`src/pkg/modulo_timer_pkg.sv`:
```
// Package for the 8-bit modulo timer: register map, field layout, reset values.
// Assumes a single 200 MHz bus clock and a synchronous active-high reset.
package modulo_timer_pkg;

    // Register offsets on the plain register port
    localparam logic [1:0] MODULO_TIMER_OFS_STATUS_CONTROL = 2'h0;
    localparam logic [1:0] MODULO_TIMER_OFS_CLOCK_CONFIG   = 2'h1;
    localparam logic [1:0] MODULO_TIMER_OFS_COUNT_VALUE    = 2'h2;
    localparam logic [1:0] MODULO_TIMER_OFS_MODULO_VALUE   = 2'h3;

    // Status/control field positions
    localparam int MODULO_TIMER_SC_OVF_BIT   = 7;
    localparam int MODULO_TIMER_SC_IRQEN_BIT = 6;
    localparam int MODULO_TIMER_SC_RESET_BIT = 5;
    localparam int MODULO_TIMER_SC_STOP_BIT  = 4;

    // Clock config field positions
    localparam int MODULO_TIMER_CLK_SRC_LSB = 4;
    localparam int MODULO_TIMER_CLK_PS_LSB  = 0;

    // Reset values
    localparam logic [7:0] MODULO_TIMER_RST_COUNT  = 8'h00;
    localparam logic [7:0] MODULO_TIMER_RST_MODULO = 8'h00;
    localparam logic [1:0] MODULO_TIMER_RST_SRC    = 2'h0;
    localparam logic [3:0] MODULO_TIMER_RST_PS     = 4'h0;
    localparam logic       MODULO_TIMER_RST_STOP   = 1'b1;

    // Highest prescale code, divide by 256
    localparam logic [3:0] MODULO_TIMER_PS_MAX = 4'h8;

    typedef enum logic [1:0] {
        MODULO_TIMER_SRC_BUS,
        MODULO_TIMER_SRC_FIXED,
        MODULO_TIMER_SRC_PIN_RISE,
        MODULO_TIMER_SRC_PIN_FALL
    } modulo_timer_src_e;

    // Software configuration carried to the counter
    typedef struct packed {
        logic      stop;
        modulo_timer_src_e src;
        logic [3:0] ps;
        logic [7:0] modulo;
    } modulo_timer_cfg_s;

    // Register write/read request
    typedef struct packed {
        logic [1:0] addr;
        logic [7:0] wdata;
        logic       wr;
        logic       rd;
    } modulo_timer_req_s;

endpackage : modulo_timer_pkg

```
`src/modulo_timer_clk_select.sv`:
```
// Clock source selection and edge detection for the modulo timer.
// Assumes the pin and fixed clock inputs are synchronous to clk.
`timescale 1ns/1ps
module modulo_timer_clk_select
    import modulo_timer_pkg::*;
(
    // Clock and reset
    input  wire logic      clk,
    input  wire logic      rst,
    // Sources
    input  wire logic      fixed_frequency_clock,
    input  wire logic      external_timer_clock_pin,
    input  wire modulo_timer_src_e src,
    // Selected tick
    output logic           src_tick
);
    logic pin_d_r, pin_d_nxt;
    logic fix_d_r, fix_d_nxt;

    always_comb begin
        pin_d_nxt = external_timer_clock_pin;
        fix_d_nxt = fixed_frequency_clock;
    end

    always_ff @(posedge clk) begin
        if (rst) begin
            pin_d_r <= 1'b0;
            fix_d_r <= 1'b0;
        end else begin
            pin_d_r <= pin_d_nxt;
            fix_d_r <= fix_d_nxt;
        end
    end

    // One tick per chosen source event
    always_comb begin
        case (src)
            MODULO_TIMER_SRC_BUS:      src_tick = 1'b1;
            MODULO_TIMER_SRC_FIXED:    src_tick = fixed_frequency_clock & ~fix_d_r;
            MODULO_TIMER_SRC_PIN_RISE: src_tick = external_timer_clock_pin & ~pin_d_r;
            MODULO_TIMER_SRC_PIN_FALL: src_tick = ~external_timer_clock_pin & pin_d_r;
            default:           src_tick = 1'b0;
        endcase
    end
endmodule : modulo_timer_clk_select

```
`src/modulo_timer_prescaler.sv`:
```
// Nine-step power-of-two prescaler for the modulo timer.
// Assumes src_tick is a one-cycle enable in the clk domain.
`timescale 1ns/1ps
module modulo_timer_prescaler
    import modulo_timer_pkg::*;
(
    // Clock and reset
    input  wire logic       clk,
    input  wire logic       rst,
    // Control
    input  wire logic       run,
    input  wire logic       src_tick,
    input  wire logic [3:0] ps,
    // Prescaled enable
    output logic            inc_tick
);
    logic [7:0] div_r, div_nxt;
    logic [7:0] mask;

    // Low ps bits of the divider must all be one to pass a tick
    function automatic logic [7:0] ps_mask(input logic [3:0] sel);
        logic [3:0] s;
        s = (sel > MODULO_TIMER_PS_MAX) ? MODULO_TIMER_PS_MAX : sel;
        ps_mask = 8'(9'((9'h001 << s)) - 9'h001);
    endfunction : ps_mask

    always_comb begin
        mask     = ps_mask(ps);
        inc_tick = run & src_tick & ((div_r & mask) == mask);
        div_nxt  = div_r;
        if (run && src_tick)
            div_nxt = div_r + 8'h01;
    end

    always_ff @(posedge clk) begin
        if (rst)
            div_r <= 8'h00;
        else
            div_r <= div_nxt;
    end
endmodule : modulo_timer_prescaler

```
`src/modulo_timer_modulo_timer.sv`:
```
// 8-bit modulo timer: register port, counter, overflow flag and request.
// Assumes a plain strobed register port synchronous to clk; read data next cycle.
//
// How it works
// An 8-bit up-counter, 8-bit modulo register, source selector, nine-step prescaler.
// Modes are stopped, free-running or modulo; reset leaves it stopped.
// Nonzero modulo gives modulo counting, zero modulo gives free-running.
// Reset stops counter, zeroes count and modulo, bus clock, divide by one.
// Software starts counting by clearing the stop bit; count resumes.
// Two-bit source field picks bus, fixed, pin rising, pin falling.
// Source codes 3 and 2 route the external pin to the counter.
// Changing source while running keeps the count.
// Four-bit prescale divides by 1 through 256 in powers of two.
// Changing prescale while running keeps the count.
// Modulo accepts 01 to FF; zero means free-running.
// Count increments until equal to modulo, then wraps to zero.
// Overflow flag sets on the step from modulo value to zero.
// Modulo write while running zeroes count and clears overflow flag.
// Flag clears by reading status while set, then writing zero to it.
// An overflow between that read and write cancels the clear.
// Writing one to counter reset bit, or writing modulo, clears flag.
// Interrupt request is flag and enable both set.
// Software should clear the flag before setting the enable.
// Writing one to counter reset bit zeroes count; reads as zero.
// While stopped the count holds, ignoring all ticks.
`timescale 1ns/1ps
module modulo_timer_modulo_timer
    import modulo_timer_pkg::*;
(
    // Clock and reset
    input  wire logic       clk,
    input  wire logic       rst,
    // Register port
    input  wire logic [1:0] reg_addr,
    input  wire logic [7:0] reg_wdata,
    input  wire logic       reg_wr,
    input  wire logic       reg_rd,
    output logic      [7:0] reg_rdata,
    // Clock sources
    input  wire logic       fixed_frequency_clock,
    input  wire logic       external_timer_clock_pin,
    // Interrupt request
    output logic            overflow_irq
);
    modulo_timer_req_s  req;
    modulo_timer_cfg_s  cfg_r, cfg_nxt;
    logic [7:0] count_r, count_nxt;
    logic       ovf_r, ovf_nxt;
    logic       irqen_r, irqen_nxt;
    logic       armed_r, armed_nxt;
    logic [7:0] rdata_r, rdata_nxt;
    logic       src_tick;
    logic       inc_tick;
    logic       wrap;
    logic       wr_sc, wr_clk, wr_mod, rd_sc;

    assign req = '{addr: reg_addr, wdata: reg_wdata, wr: reg_wr, rd: reg_rd};

    modulo_timer_clk_select u_clk_select (
        .clk                      (clk),
        .rst                      (rst),
        .fixed_frequency_clock    (fixed_frequency_clock),
        .external_timer_clock_pin (external_timer_clock_pin),
        .src                      (cfg_r.src),
        .src_tick                 (src_tick)
    );

    modulo_timer_prescaler u_prescaler (
        .clk      (clk),
        .rst      (rst),
        .run      (~cfg_r.stop),
        .src_tick (src_tick),
        .ps       (cfg_r.ps),
        .inc_tick (inc_tick)
    );

    function automatic logic is_wr(input modulo_timer_req_s r, input logic [1:0] ofs);
        is_wr = r.wr && (r.addr == ofs);
    endfunction : is_wr

    always_comb begin
        wr_sc  = is_wr(req, MODULO_TIMER_OFS_STATUS_CONTROL);
        wr_clk = is_wr(req, MODULO_TIMER_OFS_CLOCK_CONFIG);
        wr_mod = is_wr(req, MODULO_TIMER_OFS_MODULO_VALUE);
        rd_sc  = req.rd && (req.addr == MODULO_TIMER_OFS_STATUS_CONTROL);
        // Wrap when count reaches modulo, or 0xFF in free-running mode
        wrap   = inc_tick && (count_r == ((cfg_r.modulo == 8'h00) ? 8'hFF : cfg_r.modulo));
    end

    // Configuration registers
    always_comb begin
        cfg_nxt   = cfg_r;
        irqen_nxt = irqen_r;
        if (wr_sc) begin
            cfg_nxt.stop = req.wdata[MODULO_TIMER_SC_STOP_BIT];
            irqen_nxt    = req.wdata[MODULO_TIMER_SC_IRQEN_BIT];
        end
        if (wr_clk) begin
            cfg_nxt.src = modulo_timer_src_e'(req.wdata[MODULO_TIMER_CLK_SRC_LSB +: 2]);
            cfg_nxt.ps  = req.wdata[MODULO_TIMER_CLK_PS_LSB +: 4];
        end
        if (wr_mod)
            cfg_nxt.modulo = req.wdata;
    end

    // Counter
    always_comb begin
        count_nxt = count_r;
        if (!cfg_r.stop && inc_tick)
            count_nxt = wrap ? 8'h00 : count_r + 8'h01;
        if (wr_sc && req.wdata[MODULO_TIMER_SC_RESET_BIT])
            count_nxt = 8'h00;
        if (wr_mod && !cfg_r.stop)
            count_nxt = 8'h00;
    end

    // Overflow flag with read-then-write-zero clear
    always_comb begin
        ovf_nxt   = ovf_r;
        armed_nxt = armed_r;
        if (rd_sc && ovf_r)
            armed_nxt = 1'b1;
        if (wr_sc && !req.wdata[MODULO_TIMER_SC_OVF_BIT] && armed_r) begin
            ovf_nxt   = 1'b0;
            armed_nxt = 1'b0;
        end
        if ((wr_sc && req.wdata[MODULO_TIMER_SC_RESET_BIT]) || wr_mod) begin
            ovf_nxt   = 1'b0;
            armed_nxt = 1'b0;
        end
        // New overflow wins over any clear except a modulo write while running, and drops the pending read
        if (wrap && !(wr_mod && !cfg_r.stop)) begin
            ovf_nxt   = 1'b1;
            armed_nxt = 1'b0;
        end
    end

    // Read data, one cycle after the strobe; counter reset bit reads zero
    always_comb begin
        rdata_nxt = 8'h00;
        if (req.rd) begin
            case (req.addr)
                MODULO_TIMER_OFS_STATUS_CONTROL: begin
                    rdata_nxt[MODULO_TIMER_SC_OVF_BIT]   = ovf_r;
                    rdata_nxt[MODULO_TIMER_SC_IRQEN_BIT] = irqen_r;
                    rdata_nxt[MODULO_TIMER_SC_STOP_BIT]  = cfg_r.stop;
                end
                MODULO_TIMER_OFS_CLOCK_CONFIG: begin
                    rdata_nxt[MODULO_TIMER_CLK_SRC_LSB +: 2] = cfg_r.src;
                    rdata_nxt[MODULO_TIMER_CLK_PS_LSB +: 4]  = cfg_r.ps;
                end
                MODULO_TIMER_OFS_COUNT_VALUE:  rdata_nxt = count_r;
                MODULO_TIMER_OFS_MODULO_VALUE: rdata_nxt = cfg_r.modulo;
                default:               rdata_nxt = 8'h00;
            endcase
        end
    end

    always_ff @(posedge clk) begin
        if (rst) begin
            cfg_r   <= '{stop: MODULO_TIMER_RST_STOP, src: MODULO_TIMER_SRC_BUS, ps: MODULO_TIMER_RST_PS,
                         modulo: MODULO_TIMER_RST_MODULO};
            count_r <= MODULO_TIMER_RST_COUNT;
            ovf_r   <= 1'b0;
            irqen_r <= 1'b0;
            armed_r <= 1'b0;
            rdata_r <= 8'h00;
        end else begin
            cfg_r   <= cfg_nxt;
            count_r <= count_nxt;
            ovf_r   <= ovf_nxt;
            irqen_r <= irqen_nxt;
            armed_r <= armed_nxt;
            rdata_r <= rdata_nxt;
        end
    end

    assign reg_rdata    = rdata_r;
    assign overflow_irq = ovf_r & irqen_r;
endmodule : modulo_timer_modulo_timer

```
`config.mk`:
```
export PLATFORM = sky130hd
export DESIGN_NAME = modulo_timer_modulo_timer
export DESIGN_NICKNAME = d
export VERILOG_FILES = /design/src/pkg/modulo_timer_pkg.sv /design/src/modulo_timer_clk_select.sv /design/src/modulo_timer_prescaler.sv /design/src/modulo_timer_modulo_timer.sv
export SDC_FILE = /design/constraint.sdc
export NUM_CORES = 1
export LEC_CHECK = 0
export BUFFER_PORTS_ARGS = -buffer_cell sky130_fd_sc_hd__buf_4
export CAP_MARGIN = 25
export CORE_UTILIZATION = 45
export CTS_CLUSTER_DIAMETER = 80
export DETAILED_ROUTE_END_ITERATION = 8
export GPL_TIMING_DRIVEN = 0
export PLACE_DENSITY_LB_ADDON = 0.05
export SYNTH_ARGS = -nofsm -noshare
export SYNTH_HDL_FRONTEND = slang
export SYNTH_SLANG_ARGS = --single-unit
```
`constraint.sdc`:
```
create_clock -name clk -period 3.8 [get_ports clk]
set_input_delay 0.38 -clock clk [delete_from_list [all_inputs] [get_ports clk]]
set_output_delay 0.38 -clock clk [all_outputs]
set_load 0.01 [all_outputs]
```
==> results.yml, run 1 <==
placed_design:
  port_buffers: 21
  hpwl_um: 3855
  pre_cts_ws_ns: 0.9736
  place_congestion: 0.8375
sta:
  setup-tns-final_ns: 0
  period_needed_ns: 2.849
  fin_ws_ns: 0.9508
  max_freq_ghz: 0.3510
  worstMarginPinSlew_ns: 0.5888
  fin_skew_ns: 0.01335
  whs_ns: 0.3041
  slew_headroom: 0.6038
  setup_viol: 0
  hold_viol_final: 0
  drv_slew: 0
  post-route-period-util: 0.7498
  rsz0062_at_grt: "no"
routing:
  drc_errors: 0
  drtPass1Iterations: 4
  viasPerCell: 5.418
  avgRoutedWirePerCell_um: 13.98
  first_iter_violations: 127
  antenna_left: 0
  num_vias: 2037
  drt-total-wl_um: 5255
yosys:
  ys_seq_area_frac: 0.3832
  avgSynthCellArea_um2: 8.209
  synth_cell_types: 46
  synthArstFlopShare: 0
  yosys_warnings: 0
  netlist_area_um2: 2298
  syn-num-nets: 299
  synth_edf_count: 0
  syn_inst: 280
  ys_seq_elements: 44
  ys.flop_type: "dfxtp_1"
setup_path:
  crit_fanout: 10
  cp.required_ns: 4.02
  path_class: "reg2reg"
  end_kind: "flip-flop"
  cp.arrival_ns: 3.07
  worstSetupStartpointType: "flip-flop"
final_layout:
  antennaDiodeCount: 0
  syn2layout_area_growth_pct: 15.51
  drive_gt1_frac: 0.1489
  fillers: 502
  layout_commonest_cell: "dfxtp_1"
  layout_common_cells: "dfxtp_1 (44), nand2_1 (36), nor2_1 (31)"
  nets: 327
clock_network:
  htreeDepth: 2
  clkLatencyLatePin_ns: 0.30
  cts_tree: "done"
  clockBufferDepth: 2
  cts_buffers: 5
  cts_resized: 0
  clkTransAtPathRegs_ns: 0.09
  clockRootBuffer: "clkbuf_8"
  clock_sinks: 44
  ctsHoldBuffers: 0
  cts_setup_buffers: 0
floorplanning:
  initial_core_util: 0.4771
  coreArea_um2: 4817
  die_x_um: 73.47
  die_y_um: 73.47
  rows: 25
  io_pins: 25
  dieArea_um2: 5398
min_path:
  hold_path_class: "in2reg"
power_and_ir_drop:
  p_per_area_nw_per_um2: 360.8
  peakVddDrop_uv: 297.9
  p_leak_nw: 0.9913
job:
  drv_cap: 0
global_routing:
  antenna_found_initial: 0
  overflow: 0
  grt_pass1_vias: 1811
  grt_use_total: 0.2134
  grt_max_degree: 16
  grt_pass1_wl_um: 8845
outcome:
  status: "complete, no violations"
==> flip-flops by register name, summed over array words and instances, names as in the netlist <==
| signal | count |
|---|---|
| armed_r | 1 |
| ovf_r | 1 |
| u_clk_select.fix_d_r | 1 |
| reg_rdata | 8 |
| u_prescaler.div_r | 8 |
| irqen_r | 1 |
| u_clk_select.pin_d_r | 1 |
| count_r | 8 |
| cfg_r | 15 |
==> metal layers <==
metal,up-vias,track usage,wire (um)
li1,1047,-,-
met1,925,0.3214,2720
met2,55,0.3048,2148
met3,10,0.04527,293
met4,0,0.05769,92
met5,-,0,0
==> final timing paths <==
path                                 start  cells past startpoint                              end  slack (ns)
hold / removal    external_timer_clock_pin                      2  u_clk_select.pin_d_r$_SDFF_PP0_        0.30
hold reg to reg         ovf_r$_SDFFE_PP0P_                      2               ovf_r$_SDFFE_PP0P_        0.51
setup / recovery    cfg_r[11]$_SDFFE_PP0P_                     11          count_r[6]$_SDFFE_PP0P_        0.95
setup reg to reg    cfg_r[11]$_SDFFE_PP0P_                     11          count_r[6]$_SDFFE_PP0P_        0.95
==> layout make-up <==
cell class | count | area (um2) | share of cell area
multi-input combinational | 211 | 1321 | 0.4976
sequential | 44 | 880.8 | 0.3318
timing repair buffer | 21 | 157.7 | 0.05938
tap | 67 | 83.83 | 0.03157
buffer | 18 | 70.07 | 0.02639
clock buffer | 5 | 68.82 | 0.02592
clock inverter | 3 | 46.29 | 0.01744
inverter | 7 | 26.28 | 0.009896
==> kinds of logic after synthesis <==
logic type | count (synthesis) | share of synthesized area
compound gates | 51 | 0.1519
xor+xnor | 12 | 0.04573
fa+ha+maj | 3 | 0.01633
buf+inv | 25 | 0.04192
flops | 44 | 0.3832
mux | 15 | 0.07349
simple gates | 130 | 0.2874
==> cell usage after synthesis (2+ instances only) <==
cell	instances	share of area
nand2_1	36	0.059
nand2b_1	5	0.014
a22oi_1	6	0.020
o21ai_0	3	0.0065
nand4_1	9	0.024
and3_1	4	0.011
a21oi_1	17	0.037
nor4_1	2	0.0054
nor2_1	31	0.051
or3b_2	2	0.0076
o22ai_1	2	0.0054
nand3_1	12	0.026
a211o_1	2	0.0076
dfxtp_1	44	0.38
nor2b_1	7	0.019
buf_1	3	0.0049
mux2_2	5	0.024
nor3_1	6	0.013
a21o_1	2	0.0065
mux2i_1	9	0.039
and2_1	3	0.0082
a31oi_1	4	0.011
inv_1	7	0.011
a2111o_1	2	0.0098
xnor2_1	10	0.038
or2_2	4	0.011
xor2_1	2	0.0076
o211ai_1	7	0.023
clkbuf_1	13	0.021
ha_1	3	0.016
buf_2	2	0.0044
nand3b_1	2	0.0065
==> per-stage QoR <==
step / std cells / area, um2 / util / power, mW
5_1_grt: 376 / 2655 / 0.5512 / 1.002
3_3_place_gp: 368 / 2540 / 0.5273 / 0.5974
3_5_place_dp: 368 / 2540 / 0.5273 / 0.5979
4_1_cts: 376 / 2655 / 0.5512 / 0.9654
6_report: 376 / 2655 / 0.5512 / 0.9579
2_1_floorplan: 280 / 2298 / - / 0.5638
==> power breakdown <==
part / switching, mW / internal, mW
clock network: 0.172 / 0.198
logic: 0.0590 / 0.0476
registers: 0.0115 / 0.470
total: 0.242 / 0.716
==> worst max-delay path, stage by stage (launching register included) <==
cell	delay (ns)
dfxtp_1	0.31
clkbuf_1	0.20
nor3_1	0.23
nand2b_1	0.11
ha_1	0.28
nor2_1	0.04
a311oi_1	0.22
o21ai_0	0.12
or4b_4	0.54
buf_2	0.21
nand3b_1	0.27
o211ai_1	0.23
Note: power is estimated with default switching activity, not from simulation.
==> run 2: changes to the inputs <==
clock period = 2.63 ns   (was 3.8 ns; I/O delays follow)
==> results.yml, run 2 (same netlist as run 1, synthesis figures left out) <==
outcome:
  status: "complete, no violations"
clock_network:
  clockRootBuffer: "clkbuf_8"
  clkLatencyLatePin_ns: 0.30
  clockBufferDepth: 2
  cts_tree: "done"
  htreeDepth: 2
  clock_sinks: 44
  cts_buffers: 5
  clkTransAtPathRegs_ns: 0.09
  ctsHoldBuffers: 0
power_and_ir_drop:
  peakVddDrop_uv: 429.1
  p_per_area_nw_per_um2: 512.2
  p_leak_nw: 1.021
  power_mw: 1.390
routing:
  drt-total-wl_um: 5332
  drc_errors: 0
  first_iter_violations: 131
  antenna_left: 0
  avgRoutedWirePerCell_um: 14.07
  drtPass1Iterations: 4
  viasPerCell: 5.462
  num_vias: 2070
final_layout:
  top_register: "cfg_r"
  fillers: 489
  instances_no_fill: 379
  antennaDiodeCount: 0
  finalInstanceArea_um2: 2714
  layout_commonest_cell: "dfxtp_1"
  nets: 330
  layout_common_cells: "dfxtp_1 (41), nand2_1 (36), nor2_1 (30)"
  largest_register_ffs: 15
  drive_gt1_frac: 0.1763
  syn2layout_area_growth_pct: 18.07
sta:
  hold_viol_final: 0
  whs_ns: 0.1883
  setup_viol: 0
  drv_slew: 0
  rsz0062_at_grt: "yes"
  worstMarginPinSlew_ns: 0.5803
  post-route-period-util: 0.9613
  max_freq_ghz: 0.3955
  period_needed_ns: 2.528
  fin_skew_ns: 0.01329
  slew_headroom: 0.6096
min_path:
  hold_path_class: "in2reg"
  hp-start: "external_timer_clock_pin"
setup_path:
  end_kind: "flip-flop"
  crit_fanout: 8
  path_class: "reg2reg"
  worstSetupStartpointType: "flip-flop"
  cp.required_ns: 2.85
  timing.rr.start: "cfg_r[8]$_SDFFE_PP0P_"
  cp.arrival_ns: 2.74
  startpoint: "cfg_r[8]$_SDFFE_PP0P_"
floorplanning:
  coreArea_um2: 4817
  io_pins: 25
  rows: 25
  initial_core_util: 0.4771
  dieArea_um2: 5398
  die_y_um: 73.47
  die_x_um: 73.47
global_routing:
  grt_pass1_vias: 1820
  antenna_found_initial: 0
  grt_use_total: 0.2149
  grt_pass1_wl_um: 8894
  grt_max_degree: 16
  overflow: 0
placed_design:
  place_congestion: 0.8375
  port_buffers: 21
  place_area_um2: 2540
  place_inst: 368
  hpwl_um: 3855
job:
  drv_cap: 0
run 2: layout make-up:
type / instances / area, um2 / share of cell area
Buffer: 17 / 76.32 / 0.02812
Clock buffer: 5 / 68.82 / 0.02536
Multi-Input combinational cell: 211 / 1335 / 0.4919
Timing Repair Buffer: 25 / 187.7 / 0.06916
Inverter: 7 / 26.28 / 0.009682
Clock inverter: 3 / 46.29 / 0.01706
Sequential cell: 44 / 889.6 / 0.3278
Tap cell: 67 / 83.83 / 0.03089
run 2: what timing repair did:
| action | CTS | global route |
|---|---|---|
| gates resized for setup | 8 | 4 |
| endpoints found under the setup margin | 10 | 10 |
| setup buffers | 1 | 3 |
| pin swaps | 3 | 9 |
| endpoints found under the hold margin | 0 | 0 |
run 2: final timing paths:
kind / end / slack [ns] / cells past startpoint
worst max register to register: count_r[6]$_SDFFE_PP0P_ / 0.10 / 9
worst min-delay path: u_clk_select.pin_d_r$_SDFF_PP0_ / 0.19 / 2
worst max-delay path: count_r[6]$_SDFFE_PP0P_ / 0.10 / 9
worst min register to register: irqen_r$_SDFFE_PP0P_ / 0.51 / 2
run 2: per-layer routing:
layer | vias to the layer above | GRT usage | part of all wire | wire length, um
met5 | - | 0 | 0 | 0
met4 | 0 | 0.05769 | 0.0028 | 15
met1 | 943 | 0.3248 | 0.53 | 2824
met3 | 2 | 0.04527 | 0.050 | 268
met2 | 68 | 0.3058 | 0.42 | 2223
li1 | 1057 | - | - | -
run 2: stage by stage:
stage	setup TNS [ns]	util	setup slack [ns]
after floorplan	0	-	0.08371
after CTS	0	0.5556	0.01374
final	0	0.5634	0.1018
after global placement	-1.181	0.5273	-0.1607
after detailed placement	-1.412	0.5273	-0.1964
after global routing	-0.3606	0.5634	-0.1039
run 2: power breakdown:
group | total [mW] | switching, mW | internal, mW
clock | 0.534 | 0.247 | 0.286
sequential | 0.695 | 0.0171 | 0.678
combinational | 0.161 | 0.0868 | 0.0743
run 2: worst max-delay path, cell delays in order (launching register included):
cell      delay, ns
dfxtp_1        0.49
nand2b_1       0.17
ha_1           0.23
nor3_1         0.06
a21oi_1        0.14
o32ai_1        0.10
or4b_4         0.60
buf_8          0.16
nand3b_1       0.25
o211ai_1       0.23
